--- src/inc/nvr_defs.vh ---
// shared constants for the non-volatile register read and busy poll block
`ifndef NVR_DEFS_VH
`define NVR_DEFS_VH

// ----------------------------------------------------------------
// command and address
// ----------------------------------------------------------------
`define NVR_OP_READ        8'h65
`define NVR_OP_WRITE       8'h00
`define NVR_ALEN_CODE      2'b10
`define NVR_STAT_ADDR      24'h000000
`define NVR_BUSY_BIT       0
`define NVR_BUSY_LOC       3'b000
`define NVR_WLAT_BIT       1

// ----------------------------------------------------------------
// protocol modes on proto_mode
// ----------------------------------------------------------------
`define NVR_MODE_1S        2'b00
`define NVR_MODE_8S        2'b01
`define NVR_MODE_8D        2'b10

// ----------------------------------------------------------------
// phase lengths, in link edges or link cycles
// ----------------------------------------------------------------
`define NVR_CMD_1S         6'h08
`define NVR_CMD_8S         6'h01
`define NVR_CMD_8D         6'h02
`define NVR_ADDR_1S        6'h18
`define NVR_ADDR_8X        6'h03
`define NVR_DUMMY_1S       6'h08
`define NVR_DUMMY_8X       6'h14
`define NVR_DCODE_1S       4'h8
`define NVR_DCODE_8X       4'hE
`define NVR_DBYTE_CODE     2'b10

// ----------------------------------------------------------------
// reported parameter words
// ----------------------------------------------------------------
`define NVR_PARAM_MAP4     32'hABFFFB88
`define NVR_PARAM_MAP5     32'h90006500

// ----------------------------------------------------------------
// pin positions and synchroniser width
// ----------------------------------------------------------------
`define NVR_SI_LANE        0
`define NVR_SO_LANE        1
`define NVR_SYNC_W         10

`endif

--- src/core/nvr_sync.v ---
// three-stage synchroniser for link pins sampled by ref_clk
`timescale 1ns/10ps
`default_nettype none

module nvr_sync #(
  parameter W = 1                  // number of bits carried
) (
  input  wire         ref_clk,
  input  wire         rstn,
  input  wire [W-1:0] async_in,
  output wire [W-1:0] sync2,
  output wire [W-1:0] sync3
);

  // ----------------------------------------------------------------
  // per-bit flip-flop chains
  // ----------------------------------------------------------------
  genvar g;
  generate
    for (g = 0; g < W; g = g + 1) begin : g_bit
      reg s1_q;                    // metastable stage, read by s2 only
      reg s2_q;                    // second stage
      reg s3_q;                    // third stage
      // reset value is a constant; pins are idle high only by caller
      always @(posedge ref_clk or negedge rstn) begin
        if (!rstn) begin
          s1_q <= 1'b0;
          s2_q <= 1'b0;
          s3_q <= 1'b0;
        end else begin
          s1_q <= async_in[g];
          s2_q <= s1_q;
          s3_q <= s2_q;
        end
      end
      assign sync2[g] = s2_q;
      assign sync3[g] = s3_q;
    end
  endgenerate

endmodule

`default_nettype wire

--- src/core/nvr_cmd.v ---
// link-side interpreter for the addressable non-volatile register read
//
// Operation
// RQ1 - opcode 65h selects non-volatile register read
// RQ2 - address length code reported as 10b
// RQ3 - code 10b means three address bytes
// RQ4 - octal SDR waits 20 dummy cycles, code 1110b
// RQ5 - octal DDR waits 20 dummy cycles, code 1110b
// RQ6 - single-lane SDR waits eight dummy cycles
// RQ7 - single-lane dummy byte count reported 10b
// RQ8 - read only; write opcode reported 00h
// RQ9 - busy flag lives at register 00h
// RQ10 - busy flag is bit 0, code 000b
// RQ11 - busy high while program/erase/write runs
// RQ12 - busy flag reachable by addressed reads
// RQ13 - host polls busy low before next write
`timescale 1ns/10ps
`default_nettype none
`include "nvr_defs.vh"

module nvr_cmd (
  input  wire        ref_clk,      // 25 MHz block clock
  input  wire        rstn,         // async reset, active low
  input  wire        sclk,         // link clock from host
  input  wire        cs_n,         // chip select, active low
  input  wire [7:0]  dq_in,        // link data lanes in
  output reg  [7:0]  dq_out,       // link data lanes out
  output reg  [7:0]  dq_oe_n,      // lane enables, low drives
  input  wire [1:0]  proto_mode,   // 1S, 8S or 8D, static
  input  wire        op_start,     // program/erase/write begins
  input  wire        op_done,      // that operation finished
  input  wire        write_latch_flag, // write enable latch state
  output reg         busy_flag,    // operation in progress
  output reg  [23:0] nvr_addr,     // register address to fetch
  output reg         nvr_rd,       // one-cycle fetch strobe
  input  wire [7:0]  nvr_data,     // fetched register value
  output reg  [31:0] param_map4,   // reported read parameters
  output reg  [31:0] param_map5    // reported busy parameters
);

  // ----------------------------------------------------------------
  // states
  // ----------------------------------------------------------------
  localparam [2:0] ST_IDLE  = 3'b000;
  localparam [2:0] ST_CMD   = 3'b001;
  localparam [2:0] ST_ADDR  = 3'b010;
  localparam [2:0] ST_DUMMY = 3'b011;
  localparam [2:0] ST_DATA  = 3'b100;
  localparam [2:0] ST_SKIP  = 3'b101;

  // ----------------------------------------------------------------
  // phase length decode, shared by the command, address and dummy phases
  // ----------------------------------------------------------------
  // sel: 0 command, 1 address, 2 dummy
  function [5:0] phase_len;
    input [1:0] mode;
    input [1:0] sel;
    begin
      phase_len = `NVR_DUMMY_8X;                       // RQ4 RQ5
      case (sel)
        2'd0: begin
          if (mode == `NVR_MODE_1S)
            phase_len = `NVR_CMD_1S;
          else if (mode == `NVR_MODE_8D)
            phase_len = `NVR_CMD_8D;
          else
            phase_len = `NVR_CMD_8S;
        end
        2'd1: begin
          // three address bytes in every mode
          if (mode == `NVR_MODE_1S)
            phase_len = `NVR_ADDR_1S;                  // RQ3
          else
            phase_len = `NVR_ADDR_8X;                  // RQ3
        end
        default: begin
          if (mode == `NVR_MODE_1S)
            phase_len = `NVR_DUMMY_1S;                 // RQ6 RQ7
        end
      endcase
    end
  endfunction

  // ----------------------------------------------------------------
  // pin synchronisers: sclk, cs_n and lanes share one depth so a
  // lane value is seen in the same cycle as the edge that owns it;
  // select enters inverted so the cleared chain reads deselected and
  // no false frame starts straight after reset
  // ----------------------------------------------------------------
  wire [`NVR_SYNC_W-1:0] pin_s2;   // second stage
  wire [`NVR_SYNC_W-1:0] pin_s3;   // third stage

  nvr_sync #(
    .W        (`NVR_SYNC_W)
  ) u_sync (
    .ref_clk  (ref_clk),
    .rstn     (rstn),
    .async_in ({~cs_n, sclk, dq_in}),
    .sync2    (pin_s2),
    .sync3    (pin_s3)
  );

  wire [7:0] dq_s   = pin_s3[7:0];  // settled lane data
  wire       agree_c = (pin_s2[8] == pin_s3[8]);
  wire       agree_s = (pin_s2[9] == pin_s3[9]);

  reg        clk_lvl_q;            // accepted link clock level
  reg        cs_lvl_q;             // accepted chip select level

  // a change counts only once stages two and three agree
  wire rise_e = agree_c &  pin_s3[8] & ~clk_lvl_q;
  wire fall_e = agree_c & ~pin_s3[8] &  clk_lvl_q;
  wire cs_on  = agree_s &  pin_s3[9];

  wire single = (proto_mode == `NVR_MODE_1S);
  wire ddr    = (proto_mode == `NVR_MODE_8D);
  // capture edge in command/address phases; drive edge in data
  wire take_e = ddr ? (rise_e | fall_e) : rise_e;
  wire drv_e  = ddr ? (rise_e | fall_e) : fall_e;

  // ----------------------------------------------------------------
  // link decode state
  // ----------------------------------------------------------------
  reg [2:0]  st_q;                 // sequencer state
  reg [5:0]  cnt_q;                // units taken in this phase
  reg [31:0] sh_q;                 // incoming shift register
  reg [7:0]  out_q;                // outgoing byte

  // next shift value: one bit per edge on a single lane, else a byte
  wire [31:0] sh_in = single ? {sh_q[30:0], dq_s[`NVR_SI_LANE]}
                             : {sh_q[23:0], dq_s};
  wire [5:0]  last  = phase_len(proto_mode, {1'b0, st_q == ST_ADDR})
                      - 6'h01;
  wire [5:0]  dlast = phase_len(proto_mode, 2'd2) - 6'h01;
  // opcode sits in the first byte; the 8D extension byte is ignored
  wire [7:0]  opc   = ddr ? sh_in[15:8] : sh_in[7:0];
  // status byte holding the busy and write latch flags
  wire [7:0]  stat_byte = ({7'h00, busy_flag} << `NVR_BUSY_BIT)  // RQ10
                        | ({7'h00, write_latch_flag} << `NVR_WLAT_BIT);

  // ----------------------------------------------------------------
  // sequencer: cs high always returns to idle and frees the lanes
  // ----------------------------------------------------------------
  always @(posedge ref_clk or negedge rstn) begin
    if (!rstn) begin
      clk_lvl_q <= 1'b0;
      cs_lvl_q  <= 1'b1;
      st_q      <= ST_IDLE;
      cnt_q     <= 6'h00;
      sh_q      <= 32'h00000000;
      out_q     <= 8'h00;
      nvr_addr  <= 24'h000000;
      nvr_rd    <= 1'b0;
      dq_out    <= 8'h00;
      dq_oe_n   <= 8'hFF;
    end else begin
      nvr_rd <= 1'b0;
      if (agree_c) begin
        clk_lvl_q <= pin_s3[8];
      end
      if (agree_s) begin
        cs_lvl_q <= ~pin_s3[9];
      end
      if (!cs_on) begin
        // deselected: idle and release every lane
        st_q    <= ST_IDLE;
        dq_oe_n <= 8'hFF;
      end else begin
        case (st_q)
          ST_IDLE: begin
            // new frame; only a fresh select starts decoding
            if (cs_lvl_q) begin
              st_q  <= ST_CMD;
              cnt_q <= 6'h00;
            end
          end
          ST_CMD: begin
            if (take_e) begin
              sh_q  <= sh_in;
              cnt_q <= cnt_q + 6'h01;
              if (cnt_q == last) begin
                cnt_q <= 6'h00;
                // only the read opcode is served; no write path exists
                if (opc == `NVR_OP_READ)             // RQ1 RQ8
                  st_q <= ST_ADDR;
                else
                  st_q <= ST_SKIP;
              end
            end
          end
          ST_ADDR: begin
            if (take_e) begin
              sh_q  <= sh_in;
              cnt_q <= cnt_q + 6'h01;
              if (cnt_q == last) begin
                cnt_q    <= 6'h00;
                nvr_addr <= sh_in[23:0];             // RQ2 RQ3
                nvr_rd   <= 1'b1;
                st_q     <= ST_DUMMY;
              end
            end
          end
          ST_DUMMY: begin
            // dummy cycles are counted on rising link edges
            if (rise_e) begin
              cnt_q <= cnt_q + 6'h01;
              if (cnt_q == dlast) begin              // RQ4 RQ5 RQ6
                cnt_q <= 6'h00;
                st_q  <= ST_DATA;
                // address 00h answers with the live status byte
                if (nvr_addr == `NVR_STAT_ADDR)      // RQ9 RQ12
                  out_q <= stat_byte;
                else
                  out_q <= nvr_data;
              end
            end
          end
          ST_DATA: begin
            // the byte repeats until the host ends the frame
            if (drv_e) begin
              if (single) begin
                dq_out[`NVR_SO_LANE]  <= out_q[7];
                dq_oe_n[`NVR_SO_LANE] <= 1'b0;
                out_q <= {out_q[6:0], out_q[7]};
              end else begin
                dq_out  <= out_q;
                dq_oe_n <= 8'h00;
              end
            end
          end
          ST_SKIP: begin
            // unsupported opcode: stay silent until deselect
            st_q <= ST_SKIP;
          end
          default: begin
            st_q <= ST_IDLE;
          end
        endcase
      end
    end
  end

  // ----------------------------------------------------------------
  // busy flag: start wins over a done in the same cycle so an
  // operation that is restarted never shows a false idle
  // ----------------------------------------------------------------
  always @(posedge ref_clk or negedge rstn) begin
    if (!rstn) begin
      busy_flag <= 1'b0;
    end else if (op_start) begin
      busy_flag <= 1'b1;                             // RQ11
    end else if (op_done) begin
      busy_flag <= 1'b0;                             // RQ11
    end
  end

  // ----------------------------------------------------------------
  // reported parameter words, fixed after reset
  // ----------------------------------------------------------------
  // word 4: dummy codes, dummy bytes, address length, support bits
  // word 5: busy location, polarity, write and read opcodes
  always @(posedge ref_clk or negedge rstn) begin
    if (!rstn) begin
      param_map4 <= 32'h00000000;
      param_map5 <= 32'h00000000;
    end else begin
      param_map4 <= `NVR_PARAM_MAP4;                 // RQ2 RQ4 RQ5 RQ6 RQ7
      param_map5 <= `NVR_PARAM_MAP5;                 // RQ8 RQ9 RQ10 RQ12
    end
  end

endmodule

`default_nettype wire

--- config.mk ---
export PLATFORM = sky130hd
export DESIGN_NAME = nvr_cmd
export DESIGN_NICKNAME = d
export VERILOG_FILES = /design/src/core/nvr_sync.v /design/src/core/nvr_cmd.v
export VERILOG_INCLUDE_DIRS = /design/src /design/src/inc
export SDC_FILE = /design/constraint.sdc
export NUM_CORES = 1
export LEC_CHECK = 0
export BUFFER_PORTS_ARGS = -buffer_cell sky130_fd_sc_hd__buf_2
export CAP_MARGIN = 20
export CORE_MARGIN = 2
export CORE_UTILIZATION = 48
export DETAILED_ROUTE_END_ITERATION = 10
export PLACE_DENSITY_LB_ADDON = 0.08
export SYNTH_ARGS = -nofsm -noshare
export SYNTH_HDL_FRONTEND = slang
export SYNTH_HIERARCHICAL = 1
export SYNTH_SLANG_ARGS = --single-unit
--- constraint.sdc ---
create_clock -name ref_clk -period 2.1 [get_ports ref_clk]
set_input_delay 0.42 -clock ref_clk [delete_from_list [all_inputs] [get_ports ref_clk]]
set_output_delay 0.42 -clock ref_clk [all_outputs]
set_load 0.01 [all_outputs]
==> results_dict.tcl, run 1 <==
set metrics [dict create \
    pin_count 131 \
    crit_required_ns 2.38 \
    dp_slack_ns -0.1656 \
    top_layer_used "met4" \
    routed_wl_um 11120 \
    hold_path_end "u_sync/g_bit[2].s1_q$_DFF_PN0_" \
    fillers 991 \
    crit_path_start_kind "flip-flop" \
    worstSetupPathType "reg -> reg" \
    arrival_ns 2.41 \
    relSlewSlack_pct 65.06 \
    r2r_slack_ns -0.03 \
    sw_frac_of_total_pct 31.01 \
    remaining_drc_errors 0 \
    min_period_ns 2.133 \
    dp_hpwl_um 8131 \
    p_switching_uw 1515 \
    vias 3698 \
    setup_violations 5 \
    r2r_cells 6 \
    stdcell_area_um2 6118 \
    dr.first_iter.drc_count 116 \
    clkPwrFrac_pct 26.6 \
    grt_max_degree 45 \
    placed_area_um2 5715 \
    viasPerCell 5.031 \
    drv_slew 0 \
    wl_met3_um 561 \
    synthesis.area_um2 5269 \
    crit_chain "or3b_4 > or4_4 > nand4b_1 > o211a_4 > nand2_4 > o221a_1" \
    cap_violations 0 \
    violations "setup timing" \
    fin_skew_ns 0.01294 \
    p_leak_uw 0.003016 \
    first_pass_iters 4 \
    status "finished with violations" \
    p_comb_share_pct 21.3 \
    diodes 0 \
    p_per_area_nw_per_um2 798.3 \
    grtUsageTotal_pct 19.16 \
    cp_max_fo 6 \
    synth_area_per_cell_um2 10.56 \
    drive_gt1_share_pct 33.78 \
    ant_nets 0 \
    peakVddDrop_uv 608.2 \
    wl_met1_um 5106 \
    setup_slack_ns -0.03346 \
    cts_inserted_buffers 9 \
    die_w_um 108.8 \
    clock_path_buffers 2 \
    crit_path_end_kind "flip-flop" \
    cts-root-buf "clkbuf_8" \
    antenna_found_initial 0 \
    coreArea_um2 10790 \
    overflow 0 \
    die_area_um2 11830 \
    hp-start "dq_in[2]" \
    grt_pass1_wl_um 17310 \
    report.final.hold_viol_count 0 \
    clk_latency_ns 0.38 \
    syn_inst 499 \
    syn2layout_area_growth_pct 16.12 \
    die_h_um 108.8 \
    start_util_pct 48.82 \
    cp.depth 6 \
    worst_slew_pin_slew_ns 0.5240 \
    fp-row-count 38 \
    rsz0062_at_grt "true" \
    max_stage_delay_ns 0.49 \
    path_clk_slew_ns 0.11 \
    post-route-period-util_pct 101.6 \
    gp_congestion 0.8855 \
    yosys_warnings 6 \
    fmax_mhz 468.7 \
    power.internal_uw 3370 \
    critPathSlowestCell "or4_4" \
    r2r_end "st_q[2]$_DFFE_PN0P_" \
    wl_met2_um 5301 \
    grt_pass1_vias 3425 \
    crit_buf_inv 0 \
    cts.sinks 109 \
    cts_max_level 3 \
    cts_tree "yes" \
    reg2reg_from "st_q[0]$_DFFE_PN0P_" \
    path_delay_family "simple AND/OR/NAND/NOR gates" \
    port_buffers 94 \
    hold-path-cell-count 1 \
    wl_per_cell_um 15.13 \
    nets 619 \
    min_path_type "in -> reg" \
    pwr-share-seq_pct 52.0 \
]
-- timing repair --
| action | CTS | global route |
|---|---|---|
| pin swaps | 5 | 7 |
| resized for setup | 8 | 23 |
| setup endpoints to repair | 30 | 40 |
| endpoints found under the hold margin | 17 | 0 |
| cloned | 1 | 2 |
| hold buffers | 1 | 0 |
| setup buffers | 2 | 5 |
-- power groups by stage --
stage	clock [uW]	sequential, uW	combinational, uW
floorplan	0	2540	703
global placement	0	2580	957
detailed placement	0	2580	979
CTS	1340	2540	1000
global route	1420	2580	1160
finish	1300	2540	1040
-- final cells by class --
type / count / area (um2) / share of cell area, %
sequential: 109 / 2734 / 44.68
tap: 140 / 175.2 / 2.863
clock buffer: 10 / 127.6 / 2.086
multi-input combinational: 311 / 2001 / 32.70
timing repair buffer: 147 / 963.4 / 15.75
clock inverter: 6 / 72.57 / 1.186
inverter: 12 / 45.04 / 0.7362
-- metrics by stage --
stage	util [%]	TNS (ns)	total power [uW]	std cells	hold slack, ns
floorplan	-	-0.0002722	3239	534	0.1244
global placement	52.96	-1.303	3534	709	0.3225
detailed placement	52.96	-1.889	3564	709	0.3223
CTS	55.29	-0.06557	4882	729	0.1270
global route	56.69	-1.724	5169	735	0.1138
finish	56.69	-0.08974	4884	735	0.1402
-- sequential cells by signal (all words and copies together) (netlist names), 2 cells and up --
register and cells:
dq_out 8, out_q 8, sh_q 23, nvr_addr 24, u_sync/g_bit.s2_q 10, u_sync/g_bit.s3_q 10
cnt_q 6, dq_oe_n 2, u_sync/g_bit.s1_q 10, st_q 3
-- worst max-delay path by stage --
stage	from	to	slack, ns
after floorplan	proto_mode[0]	out_q[0]$_DFFE_PN0P_	-0.0001
after global placement	proto_mode[0]	out_q[7]$_DFFE_PN0P_	-0.13
after detailed placement	proto_mode[0]	out_q[6]$_DFFE_PN0P_	-0.17
after CTS	st_q[0]$_DFFE_PN0P_	cnt_q[5]$_DFFE_PN0P_	-0.02
after global routing	st_q[0]$_DFFE_PN0P_	st_q[2]$_DFFE_PN0P_	-0.1
final	st_q[0]$_DFFE_PN0P_	st_q[2]$_DFFE_PN0P_	-0.03
-- layer usage --
layer / vias up / global-route usage, %
met5: - / 0
li1: 1788 / -
met1: 1778 / 26.83
met3: 15 / 3.347
met2: 117 / 30.22
met4: 0 / 6.593
-- cell usage in the layout (no fill, tap or decap), drive strengths merged, types with 5 or more instances in the layout --
cell type / n
buf: 145
dfrtp: 106
nand2: 45
conb: 37
nor2: 37
o21ai: 32
mux2i: 29
a21oi: 26
inv: 13
clkbuf: 11
mux2: 11
a31oi: 10
o211ai: 7
nor4: 6
nor3: 5
Note: power is estimated with default switching activity, not from simulation.
==> run 2: changes to the inputs <==
==> constraint.sdc (replaced) <==
create_clock -name ref_clk -period 2.1 [get_ports ref_clk]
set_input_delay 0.315 -clock ref_clk [delete_from_list [all_inputs] [get_ports ref_clk]]
set_output_delay 0.315 -clock ref_clk [all_outputs]
set_load 0.01 [all_outputs]
==> run 2 against run 1 <==
Effect of this change: worst hold slack got worse by 0.11 ns; design area rose by 0.61%; fmax is 2.3% lower; power shrank 0.20%; sequential cell count did not move; the run still ends with setup timing left.
==> results_dict.tcl, run 2 (synthesis gave the netlist of run 1 again) <==
set metrics [dict create \
    hp-start "dq_in[0]" \
    sw_frac_of_total_pct 32.82 \
    die_w_um 108.8 \
    peakVddDrop_uv 555.7 \
    hold-path-cell-count 1 \
    final_core_util_pct 57.04 \
    dp_hpwl_um 8203 \
    crit_required_ns 2.37 \
    regMostFlops "nvr_addr" \
    remaining_drc_errors 0 \
    cts_tree "yes" \
    drive_gt1_share_pct 35.98 \
    p_per_area_nw_per_um2 791.8 \
    setup_slack_ns -0.08425 \
    coreArea_um2 10790 \
    die_area_um2 11830 \
    crit_path_start_kind "flip-flop" \
    nets 616 \
    min_path_type "in -> reg" \
    cp_max_fo 6 \
    placed_area_um2 5670 \
    wl_per_cell_um 16.03 \
    r2r_cells 6 \
    clkPwrFrac_pct 25.4 \
    cts_max_level 3 \
    reg.largest.list "nvr_addr x24, sh_q x23" \
    port_buffers 94 \
    power.internal_uw 3275 \
    routed_wl_um 11730 \
    top_usage_layer "met2" \
    grt_max_degree 41 \
    drv_slew 0 \
    clk_latency_ns 0.39 \
    fin_total_pwr_uw 4874 \
    ant_nets 0 \
    grtUsageMet2_pct 31.25 \
    cts.sinks 109 \
    crit_start "st_q[0]$_DFFE_PN0P_" \
    diodes 0 \
    grtUsageTotal_pct 19.48 \
    fillers 949 \
    cap_violations 0 \
    grt_use_met3_pct 4.304 \
    largest_reg_flops 24 \
    grt_use_met1_pct 26.24 \
    worstSetupPathType "reg -> reg" \
    stdcell_area_um2 6156 \
    fin_skew_ns 0.01752 \
    report.final.hold_viol_count 0 \
    cts-root-buf "clkbuf_8" \
    overflow 0 \
    path_clk_slew_ns 0.11 \
    p_switching_uw 1600 \
    fin_cells 732 \
    fp-row-count 38 \
    worst_slew_pin_slew_ns 0.5244 \
    first_pass_iters 4 \
    most-common-layout-cells "dfrtp_1 (104), buf_2 (93), nand2_1 (39), buf_4 (39), conb_1 (37)" \
    viasPerCell 5.131 \
    crit_path_end_kind "flip-flop" \
    fmax_mhz 457.8 \
    die_h_um 108.8 \
    pwr-share-seq_pct 52.5 \
    setup_violations 8 \
    syn2layout_area_growth_pct 16.84 \
    layout_commonest_cell "dfrtp_1" \
    gp_congestion 0.9087 \
    post-route-period-util_pct 104.0 \
    multi_input_area_um2 2054 \
    relSlewSlack_pct 65.04 \
    grt_pass1_wl_um 17610 \
    arrival_ns 2.46 \
    rsz0062_at_grt "true" \
    start_util_pct 48.82 \
    status "finished with violations" \
    finalSetupTns_ns -0.3132 \
    antenna_found_initial 0 \
    p_leak_uw 0.003038 \
    dr.first_iter.drc_count 204 \
    violations "setup timing" \
    pin_count 131 \
    cts_inserted_buffers 9 \
    reg2reg_from "st_q[0]$_DFFE_PN0P_" \
    grt_pass1_vias 3422 \
    clock_path_buffers 2 \
    vias 3756 \
    p_comb_share_pct 22.1 \
    min_period_ns 2.184 \
    seq_area_um2 2734 \
    placedCellCount 704 \
]
## run 2: changes by cell type in the layout (fill, tap and decap cells not counted), moves of 3 or more
cell	delta
nand2_2	+4
nand2_1	-5
o21ai_0	-3
o21ai_2	+4
buf_4	-3
## run 2: through the flow
step	setup WS, ns	hold slack (ns)
after floorplan	0.03871	0.01941
after global placement	-0.006082	0.3218
after detailed placement	-0.05426	0.3190
after CTS	-0.01968	0.01524
after global routing	-0.1324	0.004558
final	-0.08425	0.02661
## run 2: final timing paths
kind / slack [ns] / endpoint
max in group asynchronous: 1.04 / cs_lvl_q$_DFFE_PN1N_
setup / recovery: -0.08 / st_q[2]$_DFFE_PN0P_
hold / removal: 0.03 / u_sync/g_bit[0].s1_q$_DFF_PN0_
hold reg to reg: 0.36 / u_sync/g_bit[7].s3_q$_DFF_PN0_
setup reg to reg: -0.08 / st_q[2]$_DFFE_PN0P_
min in group asynchronous: 0.43 / param_map4[3]$_DFF_PN0_
## run 2: timing repair
item / CTS / global route
hold buffers: 1 / 0
gates cloned: 0 / 5
gates resized for setup: 7 / 44
endpoints found under the hold margin: 35 / 0
pin swaps: 4 / 13
endpoints found under the setup margin: 18 / 40
buffers inserted: 0 / 6
## run 2: final cells by class
class | instances | area share (%)
Sequential cell | 109 | 44.41
Multi-Input combinational cell | 311 | 33.37
Timing Repair Buffer | 144 | 15.57
Tap cell | 140 | 2.846
Clock buffer | 9 | 2.012
Clock inverter | 7 | 1.057
Inverter | 12 | 0.7317
## run 2: per-layer routing
metal  wire [um]  share of wire, %
met5           0                 0
met4         223               1.9
met3         524               4.5
met2        5869                50
met1        5114                44
## run 2: critical path, cell delays in order (launching register included)
cell,delay [ns]
dfrtp_1,0.40
or3b_4,0.40
or4_4,0.49
nand4b_1,0.21
o211a_4,0.27
nand2_4,0.07
o221a_1,0.24
## run 2: power by group through the flow
stage	Combinational [uW]	Clock, uW	Sequential [uW]
finish	1080	1240	2560
global route	1190	1360	2600
CTS	979	1280	2550
floorplan	698	0	2540
detailed placement	960	0	2600
global placement	941	0	2590
==> run 3: changes to the inputs <==
--- a/config.mk
+++ b/config.mk
@@ -6,11 +6,13 @@
 export SDC_FILE = /design/constraint.sdc
 export NUM_CORES = 1
 export LEC_CHECK = 0
-export BUFFER_PORTS_ARGS = -buffer_cell sky130_fd_sc_hd__buf_2
+export ABC_AREA = 0
 export CAP_MARGIN = 20
 export CORE_MARGIN = 2
-export CORE_UTILIZATION = 48
+export CORE_UTILIZATION = 57
+export CTS_CLUSTER_DIAMETER = 80
 export DETAILED_ROUTE_END_ITERATION = 10
+export DONT_BUFFER_PORTS = 1
 export PLACE_DENSITY_LB_ADDON = 0.08
 export SYNTH_ARGS = -nofsm -noshare
 export SYNTH_HDL_FRONTEND = slang
==> run 3 against run 2 <==
Effect of this change: the run ends with hold timing, setup timing left; critical endpoint unchanged; clock-buffer cell count did not move; clock power rose by 5%; power fell by 2.8%; worst hold slack got worse by 0.40 ns; setup slack got worse by 0.0018 ns; design area fell by 8.5%; critical path depth did not move; fmax barely moved; core utilization rose by 4.8 points.
==> results_dict.tcl, run 3 (synthesis gave the netlist of run 1 again) <==
set metrics [dict create \
    rsz0062_at_grt "true" \
    crit_required_ns 2.40 \
    p_comb_share_pct 18.9 \
    die_w_um 100.1 \
    path_delay_family "simple AND/OR/NAND/NOR gates" \
    arrival_ns 2.48 \
    worstSetupPathType "reg -> reg" \
    hold_ws_ns -0.3754 \
    crit_chain "or3b_4 > or4_4 > nand4b_1 > o211ai_2 > nor3_1 > o221a_1" \
    antenna_found_initial 0 \
    cts_inserted_buffers 9 \
    p_switching_uw 1433 \
    cap_violations 0 \
    cts.sinks 109 \
    cts-root-buf "clkbuf_8" \
    report.final.hold_viol_count 109 \
    fin_skew_ns 0.01502 \
    setup_slack_ns -0.08605 \
    sw_frac_of_total_pct 30.25 \
    clock_path_buffers 2 \
    crit_path_end_kind "flip-flop" \
    path_clk_slew_ns 0.11 \
    dp_hpwl_um 7015 \
    viasPerCell 5.610 \
    status "finished with violations" \
    die_h_um 100.1 \
    setup_violations 25 \
    overflow 0 \
    fmax_mhz 457.4 \
    start_util_pct 57.84 \
    power.internal_uw 3305 \
    placed_area_um2 5105 \
    grtUsageTotal_pct 21.24 \
    min_period_ns 2.186 \
    r2r_cells 6 \
    postCtsHoldBufs 10 \
    vias 3405 \
    largest_reg_flops 24 \
    wl_per_cell_um 17.28 \
    gp_congestion 0.8660 \
    fp-row-count 35 \
    regMostFlops "nvr_addr" \
    dr.first_iter.drc_count 168 \
    cp.depth 6 \
    p_per_area_nw_per_um2 841.2 \
    peakVddDrop_uv 497.3 \
    multi_input_area_um2 2037 \
    reg.largest.list "nvr_addr x24, sh_q x23" \
    pwr-share-seq_pct 53.7 \
    violations "hold timing, setup timing" \
    port_buffers 0 \
    routed_wl_um 10490 \
    clk_latency_ns 0.37 \
    layout_commonest_cell "dfrtp_1" \
    ant_nets 0 \
    cp_max_fo 6 \
    post-route-period-util_pct 104.1 \
    cts_max_level 3 \
    critPathSlowestCell "or4_4" \
    drive_gt1_share_pct 22.58 \
    grt_pass1_vias 3218 \
    first_pass_iters 7 \
    fillers 786 \
    min_path_type "in -> async" \
    coreArea_um2 9109 \
    drv_slew 0 \
    crit_path_start_kind "flip-flop" \
    dp_slack_ns -0.05384 \
    finalSetupTns_ns -0.6797 \
    grt_max_degree 110 \
    pin_count 131 \
    max_stage_delay_ns 0.50 \
    most-common-layout-cells "dfrtp_1 (104), conb_1 (37), nor2_1 (33), nand2_1 (33)" \
    nets 520 \
    diodes 0 \
    cts_tree "yes" \
    crit_buf_inv 0 \
    syn2layout_area_growth_pct 6.887 \
    die_area_um2 10030 \
    clkPwrFrac_pct 27.4 \
    stdcell_area_um2 5632 \
    grt_pass1_wl_um 16540 \
    p_leak_uw 0.002612 \
    seq_area_um2 2734 \
    remaining_drc_errors 0 \
]
-- run 3: cell count changes in the layout (fill, tap and decap cells not counted), moves of 3 or more --
cell	delta
buf_2	-92
dlygate4sd3_1	+9
buf_4	-11
nand2_2	+7
nand2_1	-6
nor2_1	+3
nor2_2	-3
-- run 3: timing repair --
item / 4_1_cts / 5_1_grt
setup buffers: 3 / 1
pin swaps: 2 / 7
endpoints found under the hold margin: 119 / 109
endpoints found under the setup margin: 30 / 42
gates resized for setup: 13 / 37
gates cloned: 2 / 2
-- run 3: per-layer routing --
layer	up-vias	global-route usage [%]	routed length, um
met5	-	0	0
met1	1696	30.69	4928
met4	0	6.217	150
met3	14	3.830	495
li1	1599	-	-
met2	96	33.20	4912
-- run 3: area by class of cell --
cell class | instances | share of cell area (%)
clock inverters | 7 | 1.422
inverters | 12 | 0.7998
well taps | 111 | 2.466
multi-input cells | 311 | 36.17
flip-flops and latches | 109 | 48.54
repair buffers | 48 | 8.398
clock buffers | 9 | 2.200
-- run 3: worst paths after layout --
path / from / endpoint / slack [ns]
worst min register to register: u_sync/g_bit[0].s2_q$_DFF_PN0_ / u_sync/g_bit[0].s3_q$_DFF_PN0_ / 0.36
worst max-delay path: st_q[0]$_DFFE_PN0P_ / st_q[2]$_DFFE_PN0P_ / -0.09
worst max register to register: st_q[0]$_DFFE_PN0P_ / st_q[2]$_DFFE_PN0P_ / -0.09
worst min-delay path: rstn / dq_out[4]$_DFFE_PN0P_ / -0.38
max in group asynchronous: rstn / dq_oe_n[6]$_DFFE_PN1P_ / 2.28
min in group ref_clk: op_start / busy_flag$_DFFE_PN0P_ / 0.05
-- run 3: metrics by stage --
step / instances / total power [uW] / utilization [%]
6_report: 607 / 4737 / 61.83
5_1_grt: 607 / 4979 / 61.83
4_1_cts: 606 / 4742 / 60.60
3_5_place_dp: 575 / 3412 / 56.04
3_3_place_gp: 575 / 3383 / 56.04
2_1_floorplan: 534 / 3234 / -
-- run 3: worst register-to-register path, delay by kind of cell, from the launching register on --
kind / cells / cell delay, ns
flip-flops: 1 / 0.42
AO/OA/AOI/OAI: 2 / 0.39
AND/OR/NAND/NOR: 4 / 1.30
-- run 3: power by group through the flow --
stage	sequential, uW	clock [uW]	combinational (uW)
after CTS	2540	1340	866
after global routing	2580	1410	994
final	2540	1300	897
after global placement	2580	0	808
after detailed placement	2580	0	829
after floorplan	2540	0	698
